<file path="config.mk">
export PLATFORM = sky130hd
export DESIGN_NAME = ctp_timer_pair
export DESIGN_NICKNAME = d
export VERILOG_FILES = /design/src/verilog/ctp_pkg.sv /design/src/verilog/ctp_timer_pair.sv
export VERILOG_INCLUDE_DIRS = /design/src /design/src/verilog
export SDC_FILE = /design/constraint.sdc
export NUM_CORES = 1
export LEC_CHECK = 0
export BUFFER_PORTS_ARGS = -buffer_cell sky130_fd_sc_hd__clkbuf_2
export CAP_MARGIN = 20
export CORE_MARGIN = 4
export CORE_UTILIZATION = 45
export CTS_CLUSTER_DIAMETER = 80
export DETAILED_ROUTE_END_ITERATION = 8
export PLACE_DENSITY = 0.6
export SLEW_MARGIN = 25
export SYNTH_ARGS = -nofsm -noshare
export SYNTH_HDL_FRONTEND = slang
export SYNTH_SLANG_ARGS = --single-unit
</file>
<file path="constraint.sdc">
create_clock -name aclk -period 4.4 [get_ports aclk]
set_input_delay 0.44 -clock aclk [delete_from_list [all_inputs] [get_ports aclk]]
set_output_delay 0.44 -clock aclk [all_outputs]
set_load 0.005 [all_outputs]
</file>
<file path="src/verilog/ctp_params.svh">
// offsets, field positions, reset values and prescale counts
// assumes a 32-bit axi4-lite slave with one word per register
`ifndef CTP_PARAMS_SVH
`define CTP_PARAMS_SVH

`define CTP_OFF_A_HIGH_CTRL  8'h00
`define CTP_OFF_B_LOW_CTRL   8'h04
`define CTP_OFF_B_HIGH_CTRL  8'h08
`define CTP_OFF_A_HIGH_PER   8'h0c
`define CTP_OFF_B_LOW_PER    8'h10
`define CTP_OFF_B_HIGH_PER   8'h14
`define CTP_OFF_A_HIGH_CNT   8'h18
`define CTP_OFF_B_LOW_CNT    8'h1c
`define CTP_OFF_B_HIGH_CNT   8'h20
`define CTP_OFF_IRQ_STATUS   8'h24
`define CTP_OFF_IRQ_MASK     8'h28

`define CTP_BIT_RUN          15
`define CTP_BIT_SIDL         13
`define CTP_BIT_GATE         6
`define CTP_BIT_PS_HI        5
`define CTP_BIT_PS_LO        4
`define CTP_BIT_JOIN         3
`define CTP_BIT_CS           1
`define CTP_CTRL_MASK_HIGH   16'ha072
`define CTP_CTRL_MASK_LOW    16'ha07a

`define CTP_RST_CTRL         16'h0000
`define CTP_RST_PER          16'hffff
`define CTP_RST_CNT          16'h0000

`define CTP_PS_M1_256        8'hff
`define CTP_PS_M1_64         8'h3f
`define CTP_PS_M1_8          8'h07
`define CTP_PS_M1_1          8'h00

`define CTP_RESP_OKAY        2'b00
`define CTP_RESP_SLVERR      2'b10
`endif

</file>
<file path="src/verilog/ctp_pkg.sv">
// types shared by the timer pair control block
// assumes ctp_params.svh supplies the numeric constants
package ctp_pkg;
  typedef struct packed {
    logic       run;
    logic       sidl;
    logic       gate;
    logic [1:0] ps;
    logic       join32;
    logic       cs;
  } ctp_ctrl_t;

  typedef enum logic [3:0] {
    CTP_R_CTRL0, CTP_R_CTRL1, CTP_R_CTRL2,
    CTP_R_PER0, CTP_R_PER1, CTP_R_PER2,
    CTP_R_CNT0, CTP_R_CNT1, CTP_R_CNT2,
    CTP_R_STAT, CTP_R_MASK, CTP_R_NONE
  } ctp_reg_t;
endpackage

</file>
<file path="src/verilog/ctp_timer_pair.sv">
// upper timer of pair a and both timers of pair b, with axi4-lite registers
// assumes aclk is the instruction clock; pins are asynchronous to it
//
// How it works
// - upper timer runs on run_enable unless joined
// - stop_in_idle set halts timer during idle
// - gate_enable ignored with external clock selected
// - prescale 11:256, 10:64, 01:8, 00:1
// - upper timers: pin clock or internal clock
// - pair b low: pin rising edges or internal
// - join_32bit makes pair b one 32-bit timer
// - lower run_enable starts and stops joined timer
// - upper control bits ignored while joined, except stop_in_idle, which still halts the joined timer in idle
// - control bit positions; unimplemented bits read zero
// - lower timer holds low count word
// - lower clock/gate drive join; upper flag raised
// - period words: upper high, lower low
//
// The implementer's own choices: register access over AXI4-Lite and the register offsets.
`timescale 1ns/1ps
`default_nettype none
`include "ctp_params.svh"

module ctp_timer_pair
  import ctp_pkg::*;
(
  input  wire logic        aclk,
  input  wire logic        aresetn,
  input  wire logic [7:0]  s_axi_awaddr,
  input  wire logic        s_axi_awvalid,
  output var  logic        s_axi_awready,
  input  wire logic [31:0] s_axi_wdata,
  input  wire logic [3:0]  s_axi_wstrb,
  input  wire logic        s_axi_wvalid,
  output var  logic        s_axi_wready,
  output var  logic [1:0]  s_axi_bresp,
  output var  logic        s_axi_bvalid,
  input  wire logic        s_axi_bready,
  input  wire logic [7:0]  s_axi_araddr,
  input  wire logic        s_axi_arvalid,
  output var  logic        s_axi_arready,
  output var  logic [31:0] s_axi_rdata,
  output var  logic [1:0]  s_axi_rresp,
  output var  logic        s_axi_rvalid,
  input  wire logic        s_axi_rready,
  input  wire logic        idle_mode,
  input  wire logic        pair_a_joined,
  input  wire logic        pair_a_high_ext_clock_pin,
  input  wire logic        pair_b_low_ext_clock_pin,
  input  wire logic        pair_b_high_ext_clock_pin,
  output var  logic        irq
);

  function automatic ctp_reg_t reg_decode(input logic [7:0] a);
    if (a == `CTP_OFF_A_HIGH_CTRL) reg_decode = CTP_R_CTRL0;
    else if (a == `CTP_OFF_B_LOW_CTRL) reg_decode = CTP_R_CTRL1;
    else if (a == `CTP_OFF_B_HIGH_CTRL) reg_decode = CTP_R_CTRL2;
    else if (a == `CTP_OFF_A_HIGH_PER) reg_decode = CTP_R_PER0;
    else if (a == `CTP_OFF_B_LOW_PER) reg_decode = CTP_R_PER1;
    else if (a == `CTP_OFF_B_HIGH_PER) reg_decode = CTP_R_PER2;
    else if (a == `CTP_OFF_A_HIGH_CNT) reg_decode = CTP_R_CNT0;
    else if (a == `CTP_OFF_B_LOW_CNT) reg_decode = CTP_R_CNT1;
    else if (a == `CTP_OFF_B_HIGH_CNT) reg_decode = CTP_R_CNT2;
    else if (a == `CTP_OFF_IRQ_STATUS) reg_decode = CTP_R_STAT;
    else if (a == `CTP_OFF_IRQ_MASK) reg_decode = CTP_R_MASK;
    else reg_decode = CTP_R_NONE;
  endfunction

  function automatic ctp_ctrl_t ctrl_fields(input logic [15:0] r);
    ctrl_fields.run    = r[`CTP_BIT_RUN];
    ctrl_fields.sidl   = r[`CTP_BIT_SIDL];
    ctrl_fields.gate   = r[`CTP_BIT_GATE];
    ctrl_fields.ps     = r[`CTP_BIT_PS_HI:`CTP_BIT_PS_LO];
    ctrl_fields.join32 = r[`CTP_BIT_JOIN];
    ctrl_fields.cs     = r[`CTP_BIT_CS];
  endfunction

  function automatic logic [7:0] ps_limit(input logic [1:0] ps);
    ps_limit = (ps == 2'b11) ? `CTP_PS_M1_256 :
               (ps == 2'b10) ? `CTP_PS_M1_64 :
               (ps == 2'b01) ? `CTP_PS_M1_8 : `CTP_PS_M1_1;
  endfunction

  function automatic logic [15:0] strb_merge(input logic [15:0] old, input logic [31:0] d,
                                             input logic [3:0] s);
    strb_merge = {s[1] ? d[15:8] : old[15:8], s[0] ? d[7:0] : old[7:0]};
  endfunction

  // register state
  logic [2:0][15:0] ctrl_q;
  logic [2:0][15:0] per_q;
  logic [2:0][15:0] cnt_q;
  logic [2:0][7:0]  pre_q;
  logic [2:0]       stat_q;
  logic [2:0]       mask_q;

  // pin synchronisers and filtered levels
  logic [2:0] pin_ff1_q;
  logic [2:0] pin_ff2_q;
  logic [2:0] pin_ff3_q;
  logic [2:0] pin_lvl_q;
  logic [2:0] pin_lvl_prev_q;
  logic [2:0] pins;
  assign pins = {pair_b_high_ext_clock_pin, pair_b_low_ext_clock_pin, pair_a_high_ext_clock_pin};

  always_ff @(posedge aclk) begin
    if (!aresetn) begin
      pin_ff1_q      <= 3'h0;
      pin_ff2_q      <= 3'h0;
      pin_ff3_q      <= 3'h0;
      pin_lvl_q      <= 3'h0;
      pin_lvl_prev_q <= 3'h0;
    end else begin
      pin_ff1_q      <= pins;
      pin_ff2_q      <= pin_ff1_q;
      pin_ff3_q      <= pin_ff2_q;
      // a change only counts once two stages agree, so runt glitches are dropped
      for (int i = 0; i < 3; i++) begin
        if (pin_ff2_q[i] == pin_ff3_q[i]) begin
          pin_lvl_q[i] <= pin_ff2_q[i];
        end
      end
      pin_lvl_prev_q <= pin_lvl_q;
    end
  end

  logic       join_b;
  logic [2:0] run_v;
  logic [2:0] src_evt;
  logic [2:0] tick;
  logic [2:0] gate_fall;
  logic [2:0] match16;
  logic       match32;
  logic [2:0] evt;

  assign join_b  = ctrl_q[1][`CTP_BIT_JOIN];
  assign match32 = ({cnt_q[2], cnt_q[1]} == {per_q[2], per_q[1]});

  always_comb begin
    ctp_ctrl_t c;
    logic      halt;
    logic      sidl;
    c = ctrl_fields(16'h0000);
    halt = 1'b0;
    sidl = 1'b0;
    for (int i = 0; i < 3; i++) begin
      c    = ctrl_fields(ctrl_q[i]);
      halt = 1'b0;
      sidl = c.sidl;
      if (i == 0) begin
        halt = pair_a_joined;
      end
      if (i == 2) begin
        halt = join_b;  // the upper half is stepped by the lower timer
      end
      if (i == 1 && join_b) begin
        sidl = c.sidl | ctrl_q[2][`CTP_BIT_SIDL];
      end
      run_v[i]     = c.run & ~halt & ~(idle_mode & sidl);
      src_evt[i]   = c.cs ? (pin_lvl_q[i] & ~pin_lvl_prev_q[i])
                          : (c.gate ? pin_lvl_q[i] : 1'b1);
      tick[i]      = run_v[i] & src_evt[i] & (pre_q[i] == ps_limit(c.ps));
      gate_fall[i] = run_v[i] & ~c.cs & c.gate & pin_lvl_prev_q[i] & ~pin_lvl_q[i];
      match16[i]   = (cnt_q[i] == per_q[i]);
    end
    evt[0] = (tick[0] & match16[0]) | gate_fall[0];
    evt[1] = ~join_b & ((tick[1] & match16[1]) | gate_fall[1]);
    evt[2] = join_b ? ((tick[1] & match32) | gate_fall[1])
                    : ((tick[2] & match16[2]) | gate_fall[2]);
  end

  // axi4-lite write channel: address and data taken in either order
  logic [7:0]  aw_addr_q;
  logic        aw_full_q;
  logic [31:0] w_data_q;
  logic [3:0]  w_strb_q;
  logic        w_full_q;
  logic        wr_do;
  ctp_reg_t    wr_reg;
  ctp_reg_t    rd_reg;

  assign wr_do  = aw_full_q & w_full_q & ~s_axi_bvalid;
  assign wr_reg = reg_decode(aw_addr_q);
  assign rd_reg = reg_decode(s_axi_araddr);

  always_ff @(posedge aclk) begin
    if (!aresetn) begin
      s_axi_awready <= 1'b1;
      s_axi_wready  <= 1'b1;
      aw_full_q     <= 1'b0;
      w_full_q      <= 1'b0;
      aw_addr_q     <= 8'h00;
      w_data_q      <= 32'h0000_0000;
      w_strb_q      <= 4'h0;
      s_axi_bvalid  <= 1'b0;
      s_axi_bresp   <= `CTP_RESP_OKAY;
    end else begin
      if (s_axi_awvalid && s_axi_awready) begin
        aw_addr_q     <= s_axi_awaddr;
        aw_full_q     <= 1'b1;
        s_axi_awready <= 1'b0;
      end
      if (s_axi_wvalid && s_axi_wready) begin
        w_data_q     <= s_axi_wdata;
        w_strb_q     <= s_axi_wstrb;
        w_full_q     <= 1'b1;
        s_axi_wready <= 1'b0;
      end
      if (wr_do) begin
        aw_full_q    <= 1'b0;
        w_full_q     <= 1'b0;
        s_axi_bvalid <= 1'b1;
        s_axi_bresp  <= (wr_reg == CTP_R_NONE) ? `CTP_RESP_SLVERR : `CTP_RESP_OKAY;
      end
      if (s_axi_bvalid && s_axi_bready) begin
        s_axi_bvalid  <= 1'b0;
        s_axi_awready <= 1'b1;
        s_axi_wready  <= 1'b1;
      end
    end
  end

  // control and period registers; reserved control bits never store
  always_ff @(posedge aclk) begin
    if (!aresetn) begin
      ctrl_q <= {3{`CTP_RST_CTRL}};
      per_q  <= {3{`CTP_RST_PER}};
      mask_q <= 3'h0;
    end else if (wr_do) begin
      if (wr_reg == CTP_R_CTRL0) begin
        ctrl_q[0] <= strb_merge(ctrl_q[0], w_data_q, w_strb_q) & `CTP_CTRL_MASK_HIGH;
      end else if (wr_reg == CTP_R_CTRL1) begin
        ctrl_q[1] <= strb_merge(ctrl_q[1], w_data_q, w_strb_q) & `CTP_CTRL_MASK_LOW;
      end else if (wr_reg == CTP_R_CTRL2) begin
        ctrl_q[2] <= strb_merge(ctrl_q[2], w_data_q, w_strb_q) & `CTP_CTRL_MASK_HIGH;
      end else if (wr_reg == CTP_R_PER0) begin
        per_q[0] <= strb_merge(per_q[0], w_data_q, w_strb_q);
      end else if (wr_reg == CTP_R_PER1) begin
        per_q[1] <= strb_merge(per_q[1], w_data_q, w_strb_q);
      end else if (wr_reg == CTP_R_PER2) begin
        per_q[2] <= strb_merge(per_q[2], w_data_q, w_strb_q);
      end else if (wr_reg == CTP_R_MASK && w_strb_q[0]) begin
        mask_q <= w_data_q[2:0];
      end
    end
  end

  // prescalers restart whenever their timer is stopped
  always_ff @(posedge aclk) begin
    if (!aresetn) begin
      pre_q <= '0;
    end else begin
      for (int i = 0; i < 3; i++) begin
        if (!run_v[i]) begin
          pre_q[i] <= 8'h00;
        end else if (src_evt[i]) begin
          pre_q[i] <= tick[i] ? 8'h00 : 8'(pre_q[i] + 8'h01);
        end
      end
    end
  end

  // counters; a bus write to a count beats a tick in the same cycle
  always_ff @(posedge aclk) begin
    if (!aresetn) begin
      cnt_q <= {3{`CTP_RST_CNT}};
    end else begin
      if (tick[0]) begin
        cnt_q[0] <= match16[0] ? 16'h0000 : 16'(cnt_q[0] + 16'h0001);
      end
      if (join_b) begin
        if (tick[1]) begin
          {cnt_q[2], cnt_q[1]} <= match32 ? 32'h0000_0000
                                          : 32'({cnt_q[2], cnt_q[1]} + 32'h0000_0001);
        end
      end else begin
        if (tick[1]) begin
          cnt_q[1] <= match16[1] ? 16'h0000 : 16'(cnt_q[1] + 16'h0001);
        end
        if (tick[2]) begin
          cnt_q[2] <= match16[2] ? 16'h0000 : 16'(cnt_q[2] + 16'h0001);
        end
      end
      if (wr_do && wr_reg == CTP_R_CNT0) begin
        cnt_q[0] <= strb_merge(cnt_q[0], w_data_q, w_strb_q);
      end
      if (wr_do && wr_reg == CTP_R_CNT1) begin
        cnt_q[1] <= strb_merge(cnt_q[1], w_data_q, w_strb_q);
      end
      if (wr_do && wr_reg == CTP_R_CNT2) begin
        cnt_q[2] <= strb_merge(cnt_q[2], w_data_q, w_strb_q);
      end
    end
  end

  // sticky flags, write one to clear; a new event wins over the clear
  logic [2:0] stat_clr;
  assign stat_clr = (wr_do && wr_reg == CTP_R_STAT && w_strb_q[0]) ? w_data_q[2:0] : 3'h0;

  always_ff @(posedge aclk) begin
    if (!aresetn) begin
      stat_q <= 3'h0;
      irq    <= 1'b0;
    end else begin
      stat_q <= (stat_q & ~stat_clr) | evt;
      irq    <= |(((stat_q & ~stat_clr) | evt) & mask_q);
    end
  end

  // read channel: one read at a time, answered the cycle after address
  always_ff @(posedge aclk) begin
    if (!aresetn) begin
      s_axi_arready <= 1'b1;
      s_axi_rvalid  <= 1'b0;
      s_axi_rdata   <= 32'h0000_0000;
      s_axi_rresp   <= `CTP_RESP_OKAY;
    end else begin
      if (s_axi_arvalid && s_axi_arready) begin
        s_axi_arready <= 1'b0;
        s_axi_rvalid  <= 1'b1;
        s_axi_rresp   <= (rd_reg == CTP_R_NONE) ? `CTP_RESP_SLVERR : `CTP_RESP_OKAY;
        if (rd_reg == CTP_R_CTRL0 || rd_reg == CTP_R_CTRL1 || rd_reg == CTP_R_CTRL2) begin
          s_axi_rdata <= {16'h0000, ctrl_q[4'(rd_reg) - 4'(CTP_R_CTRL0)]};
        end else if (rd_reg == CTP_R_PER0 || rd_reg == CTP_R_PER1 || rd_reg == CTP_R_PER2) begin
          s_axi_rdata <= {16'h0000, per_q[4'(rd_reg) - 4'(CTP_R_PER0)]};
        end else if (rd_reg == CTP_R_CNT0 || rd_reg == CTP_R_CNT1 || rd_reg == CTP_R_CNT2) begin
          s_axi_rdata <= {16'h0000, cnt_q[4'(rd_reg) - 4'(CTP_R_CNT0)]};
        end else if (rd_reg == CTP_R_STAT) begin
          s_axi_rdata <= {29'h0, stat_q};
        end else if (rd_reg == CTP_R_MASK) begin
          s_axi_rdata <= {29'h0, mask_q};
        end else begin
          s_axi_rdata <= 32'h0000_0000;
        end
      end
      if (s_axi_rvalid && s_axi_rready) begin
        s_axi_rvalid  <= 1'b0;
        s_axi_arready <= 1'b1;
      end
    end
  end

endmodule // ctp_timer_pair

`default_nettype wire

</file>
* Word-level counts from Yosys, hierarchy flattened
Cells that the tools add are included.
** Storage, ports and cells
- Bits in registers :: 230
- Input bits :: 64
- Output and inout port bits :: 42
- Word-level logic and storage cells :: 311
** Cells by class
- Add/subtract/negate cells :: 9
- Order comparisons :: 3
- Equal/unequal tests :: 68
- Muxes and demuxes :: 70
- Bitwise logic cells :: 67
- Reduce and logical (&&, ||, !) cells :: 50
** Operators by type and width (count)
- $mux W16 :: 15
- $bmux W16 S2 :: 3
- $mux W32 :: 3
- $eq A8 B5 Y1 const B :: 8
- $mux W4 :: 16
- $mux W8 :: 8
- $add A16 B1 Y16 const B :: 3
- $eq A16 B16 Y1 :: 3
- $eq A8 B6 Y1 const B :: 6
- $and A1 B1 Y1 :: 36
- $add A32 B1 Y32 const B :: 1
- $eq A32 B32 Y1 :: 1
- $eq A4 B3 Y1 const B :: 8
- $eq A4 B4 Y1 const B :: 8
- $eq A8 B4 Y1 const B :: 4
- $add A8 B1 Y8 const B :: 3
- $eq A8 B8 Y1 :: 3
- $reduce_and A8 Y1 :: 3
- $not A1 Y1 :: 22
- $mux W3 :: 6
- $mux W6 :: 3
- $eq A4 B2 Y1 const B :: 4
- $eq A8 B3 Y1 const B :: 2
- $logic_not A8 Y1 :: 2
- 28 further kinds :: 96

* Depth between registers and ports, before layout
- Word-level depth :: 21
- Mapped depth :: 15
- Depth with buffers taken out :: 11

* Least setup slack after synthesis
OpenSTA, ideal clock, no wires.
- Path kind :: input to register
- From :: in s_axi_araddr[1]
- To :: reg s_axi_rdata[0]
- Setup time :: 0.117 ns
- Data arrival time :: 3.185 ns
- Required time :: 4.283 ns
- Slack :: 1.098 ns
- Stages on the path :: 12
- Path buffers :: 4
- Path through :: or4_4 -> a211o_1 -> buf_2 -> clkinv_1 -> buf_2 -> ha_1 -> clkbuf_1 -> nor2_1 -> a211oi_2 -> clkbuf_1 -> o211ai_1 -> a32o_1
** Between the ends
- Cells in the longest elaborated chain, start to end :: 18
- Elaborated cells between the ends (all ways) :: 52
- Those cells by class :: add/sub: 2; eq/ne: 20; mux: 22; reduce/logical: 8
** RTL lines
- start, declared :: line ctp_timer_pair.sv:39 : input wire logic [7:0] s_axi_araddr,
- $eq A8 B6 Y1 (no source line)
- $mux W1 :: line ctp_timer_pair.sv:65 : else if (a == `CTP_OFF_IRQ_MASK) reg_decode = CTP_R_MASK;
- $mux W2 :: line ctp_timer_pair.sv:64 : else if (a == `CTP_OFF_IRQ_STATUS) reg_decode = CTP_R_STAT;
- $mux W2 :: line ctp_timer_pair.sv:63 : else if (a == `CTP_OFF_B_HIGH_CNT) reg_decode = CTP_R_CNT2;
- $mux W4 :: line ctp_timer_pair.sv:62 : else if (a == `CTP_OFF_B_LOW_CNT) reg_decode = CTP_R_CNT1;
- $mux W4 :: line ctp_timer_pair.sv:61 : else if (a == `CTP_OFF_A_HIGH_CNT) reg_decode = CTP_R_CNT0;
- $mux W4 :: line ctp_timer_pair.sv:60 : else if (a == `CTP_OFF_B_HIGH_PER) reg_decode = CTP_R_PER2;
- $mux W4 :: line ctp_timer_pair.sv:59 : else if (a == `CTP_OFF_B_LOW_PER) reg_decode = CTP_R_PER1;
- [... 2 more ...]
- $mux W4 :: line ctp_timer_pair.sv:56 : else if (a == `CTP_OFF_B_LOW_CTRL) reg_decode = CTP_R_CTRL1;
- $mux W4 * :: line ctp_timer_pair.sv:55 : if (a == `CTP_OFF_A_HIGH_CTRL) reg_decode = CTP_R_CTRL0;
- $sub A4 B3 Y4, or another cell as far along :: line ctp_timer_pair.sv:327 : s_axi_rdata <= {16'h0000, cnt_q[4'(rd_reg) - 4'(CTP_R_CNT0)]};
- $bmux W16 S2, or another cell as far along :: line ctp_timer_pair.sv:327
- $mux W16 (implied by the code), or another cell as far along :: line ctp_timer_pair.sv:327
- $mux W16 :: line ctp_timer_pair.sv:326 : end else if (rd_reg == CTP_R_CNT0 || rd_reg == CTP_R_CNT1 || rd_reg == CTP_R_CNT2) begin
- $mux W16 :: line ctp_timer_pair.sv:324 : end else if (rd_reg == CTP_R_PER0 || rd_reg == CTP_R_PER1 || rd_reg == CTP_R_PER2) begin
- $mux W16 * :: line ctp_timer_pair.sv:322 : if (rd_reg == CTP_R_CTRL0 || rd_reg == CTP_R_CTRL1 || rd_reg == CTP_R_CTRL2) begin
- end signal, assigned :: line ctp_timer_pair.sv:323 : s_axi_rdata <= {16'h0000, ctrl_q[4'(rd_reg) - 4'(CTP_R_CTRL0)]};
- end signal, assigned :: line ctp_timer_pair.sv:325 : s_axi_rdata <= {16'h0000, per_q[4'(rd_reg) - 4'(CTP_R_PER0)]};
- end signal, assigned :: line ctp_timer_pair.sv:327
- end, declared :: line ctp_timer_pair.sv:42 : output var logic [31:0] s_axi_rdata,
Mark *: on every way between the ends. The rest lies on a longest branch, timed or not. The select of a mux whose other input is x is not followed.
A chain may end at the register's enable or synchronous reset.

* Worst setup path in the final report
- From :: in s_axi_araddr[1]
- To :: reg s_axi_rdata[8]
** Between the ends
- Cells in the longest elaborated chain, start to end :: 18
- Elaborated cells between the ends (all ways) :: 48
- Those cells by class :: add/sub: 2; eq/ne: 18; mux: 20; reduce/logical: 8
** RTL lines (line)
- $eq A8 B6 Y1 (no source line)
- $mux W1 :: ctp_timer_pair.sv:65
- $mux W2 :: ctp_timer_pair.sv:64
- $mux W2 :: ctp_timer_pair.sv:63
- $mux W4 :: ctp_timer_pair.sv:62
- $mux W4 :: ctp_timer_pair.sv:61
- $mux W4 :: ctp_timer_pair.sv:60
- $mux W4 :: ctp_timer_pair.sv:59
- [... 2 more ...]
- $mux W4 :: ctp_timer_pair.sv:56
- $mux W4 * :: ctp_timer_pair.sv:55
- $sub A4 B3 Y4 or $eq A4 B3 Y1 (tied branches) :: ctp_timer_pair.sv:327, ctp_timer_pair.sv:326
- $bmux W16 S2 or $logic_or A1 B1 Y1 (tied branches) :: ctp_timer_pair.sv:327, ctp_timer_pair.sv:326
- $mux W16 (implied by the code) or $logic_or A1 B1 Y1 (tied branches) :: ctp_timer_pair.sv:327, ctp_timer_pair.sv:326
- $mux W16 :: ctp_timer_pair.sv:326
- $mux W16 :: ctp_timer_pair.sv:324
- $mux W16 * :: ctp_timer_pair.sv:322
Marks and branches as above.

==> run summary <==
# Post-CTS Setup Buffers - 0
Post-DRT Antenna Nets - 0
Startpoint Class - primary input
Layout area overhead - 10.6%
Die width - 169 um
Synth top area cells - dfxtp_1 (36%), nand2_1 (8.6%), mux2i_1 (6.7%)
Asr flop ratio synth - 0%
Levels on crit path - 11
CP max stage delay - 0.57 ns
Sink Count - 212
Post-place setup slack - 0.812 ns
Vias per inst - 5.94
Cells after Synth - 1,484
PortBufs - 69
FF+latch count, synth - 212
CORE AREA - 25,400 sq um
Via count - 10.9k
Final Power - 4.39 mW
Setup crit end - s_axi_rdata[8]
Fmax - 325 MHz
Final HPWL DP - 26,700 um
Slew margin rel. - 39.2%
Multi-input logic area - 6830 sq um
Post-synthesis sequential area ratio - 36.3%
Leak pwr - 5.04 nW
CP startpoint - s_axi_araddr[1]
Worst reg2reg path depth - 7
R2R Path End - cnt_q[38]
Synth warn - 0
Clk buf depth - 3
VDD IR-drop max - 307 uV
Worst EP required - 4.76 ns
Clock transition at the registers of the reported paths - 0.06 ns
Reg2reg setup slack - 1.38 ns
CP arrival - 3.44 ns
Clock Root Buffer - clkbuf_16
WL/cell - 20.1 um
Synth unique cells - 82
HP Class - in2reg
Die area - 28,600 sq um
Chip Height - 169 um
Slowest CP cell - or3_1
Status - completed
Ys flop type - dfxtp_1
Cell type with the largest total area after synthesis - dfxtp_1
RSZ-0062 raised after global routing - no
Setup WS post-layout - 1.32 ns
Num CTS Buffers - 25
Vias in the first global route - 10.1k
Tmin final - 3.08 ns
Initial cell density of the core - 46.1%
Tcrit/Tclk final - 70.0%
Pre-antenna DRT Iters - 5
Initial DRC Count - 1,117
Hold Vio Cnt, Final - 0
Max Cap Viol - 0
CTS tree - done
First-pass GRT wire length - 57,600 um
Gpl congestion - 0.943
# IOs - 106
Slew @ Worst Pin - 0.887 ns
Crit path max fanout - 26
Setup Viol. Count Final - 0
Detailed Route WL - 36,900 um
Slew Limit Fails - 0
Critical path type - in2reg
Antenna violations before repair - 0
Share of cells above drive strength 1 - 10.6%
CP Capture Type - flop
Setup TNS Final - 0 ns
FF/Latch Area - 4240 sq um
Row cnt - 58
Mapped cell area - 11,700 sq um
Avg Cell Area, Syn - 7.88 sq um
Gr ovfl total - 0
Fill cells - 2,512
Share of the synthesized area in the top cell type - 36.3%
Setup Skew - 0.0164 ns
Clock Latency Late Sink - 0.53 ns
PD cells - 339 nW/um^2
Number of flops mapped to enable cells by yosys - 0
Ant. Diodes - 0
Hold_buf cts - 0
Pin count of the biggest net entering global routing - 59
CP Cell Sequence - clkbuf_2 -> or4_4 -> a211o_1 -> buf_4 -> inv_4 -> ha_1 -> nor3_1 -> or3_1 -> nand4_1 -> o22a_1 -> a21oi_1
Total GRT Usage - 25.0%
Number of H-tree levels - 1
Post-CTS resize count - 0
Post-layout net count - 1,567
CP delay by family, top - simple AND/OR/NAND/NOR gates
Reg-to-Reg Start - ctrl_q[19]
# DRC - 0
Worst path bufs/invs - 3
## Yosys cell counts (5+ instances only)
cell,number
nand2_1,268
dfxtp_1,212
a21oi_1,131
nor2_1,89
mux2i_1,78
o21ai_0,70
nand3_1,67
clkbuf_1,65
xnor2_1,42
nand4_1,37
xor2_1,34
buf_2,29
nor3_1,26
and2_1,22
and3_1,22
buf_4,21
inv_1,21
a31oi_1,15
o2bb2ai_1,13
and4_1,12
nor4_1,11
a22oi_1,10
ha_1,10
o21a_1,10
a32o_1,9
o31ai_1,8
or3_1,8
nand2b_1,7
o211ai_1,7
o22a_1,7
a211oi_1,6
a21o_1,6
a211o_1,5
a221oi_1,5
a22o_1,5
nor2b_1,5
o21ai_1,5
or4_1,5
## worst register-to-register path, delay by kind of cell, from the launching register on
kind / cells / cell delay [ns]
DFF: 1 / 0.61
AOI/OAI and AO/OA: 4 / 1.37
and+or+nand+nor: 3 / 0.93
## state kept, by name (all words and copies together), names as in the netlist, 8 cells and up
signal	cells
pre_q	24
w_data_q	16
per_q	48
s_axi_rdata	16
cnt_q	48
aw_addr_q	8
ctrl_q	19
## metrics by stage
stage          utilization [%]  cell area (sq um)  cells  hold WS (ns)
3_3_place_gp              47.4              12100   1795         0.416
2_1_floorplan                -              11800   1501         0.412
6_report                  50.9              12900   1840         0.120
3_5_place_dp              47.5              12100   1796         0.421
4_1_cts                   50.9              12900   1840        0.0990
5_1_grt                   50.9              12900   1840         0.110
## per-layer routing
metal	up-vias	GRT usage, %	routed length, um
met5	-	0	0
met2	459	38.9	16100
met4	0	6.23	860
met1	5154	36.4	16900
met3	58	3.89	3020
li1	5267	-	-
## layout make-up
cell class / instances / area share [%]
Clock buffer: 37 / 5.88
Clock inverter: 7 / 0.880
Inverter: 23 / 0.687
Multi-Input combinational cell: 1143 / 52.8
Sequential cell: 212 / 32.8
Tap cell: 330 / 3.19
Timing Repair Buffer: 88 / 3.77
## how the worst min path moves through the flow
| stage | from | endpoint | slack [ns] | cells after the start |
|---|---|---|---|---|
| final | pair_a_high_ext_clock_pin | pin_ff1_q[0] | 0.12 | 2 |
| after global placement | pin_ff1_q[1] | pin_ff2_q[1] | 0.42 | 1 |
| after CTS | pair_b_low_ext_clock_pin | pin_ff1_q[1] | 0.1 | 2 |
| after detailed placement | pin_ff1_q[0] | pin_ff2_q[0] | 0.42 | 1 |
| after floorplan | pin_ff1_q[0] | pin_ff2_q[0] | 0.41 | 1 |
| after global routing | s_axi_wvalid | s_axi_wready | 0.11 | 2 |
## kinds of logic after synthesis
logic type | after synthesis | share of synthesized area [%]
buffers and inverters | 146 | 5.95
adders and majority gates | 10 | 1.07
muxes | 82 | 7.06
other | 1 | 0.0320
DFF | 212 | 36.3
and+or+nand+nor | 604 | 24.6
AOI/OAI and AO/OA | 353 | 19.4
xor gates and xnor gates | 76 | 5.69
## power breakdown
| part | switching (mW) | leakage (nW) | total [mW] | internal (mW) |
|---|---|---|---|---|
| combinational | 0.136 | 2.89 | 0.203 | 0.0671 |
| clock | 0.822 | 0.435 | 2.19 | 1.36 |
| sequential | 0.0539 | 1.72 | 2.00 | 1.95 |
| total | 1.01 | 5.04 | 4.39 | 3.38 |
## layout by cell type, fill, tap and decap left out, types with 26 or more instances in the layout
cell type and n:
nand2_1 268, dfxtp_1 212, a21oi_1 131, nor2_1 89, mux2i_1 78, o21ai_0 70, clkbuf_2 68, nand3_1 67
xnor2_1 42, nand4_1 37, xor2_1 34, nor3_1 26
Power figures use the tool's default switching activity.
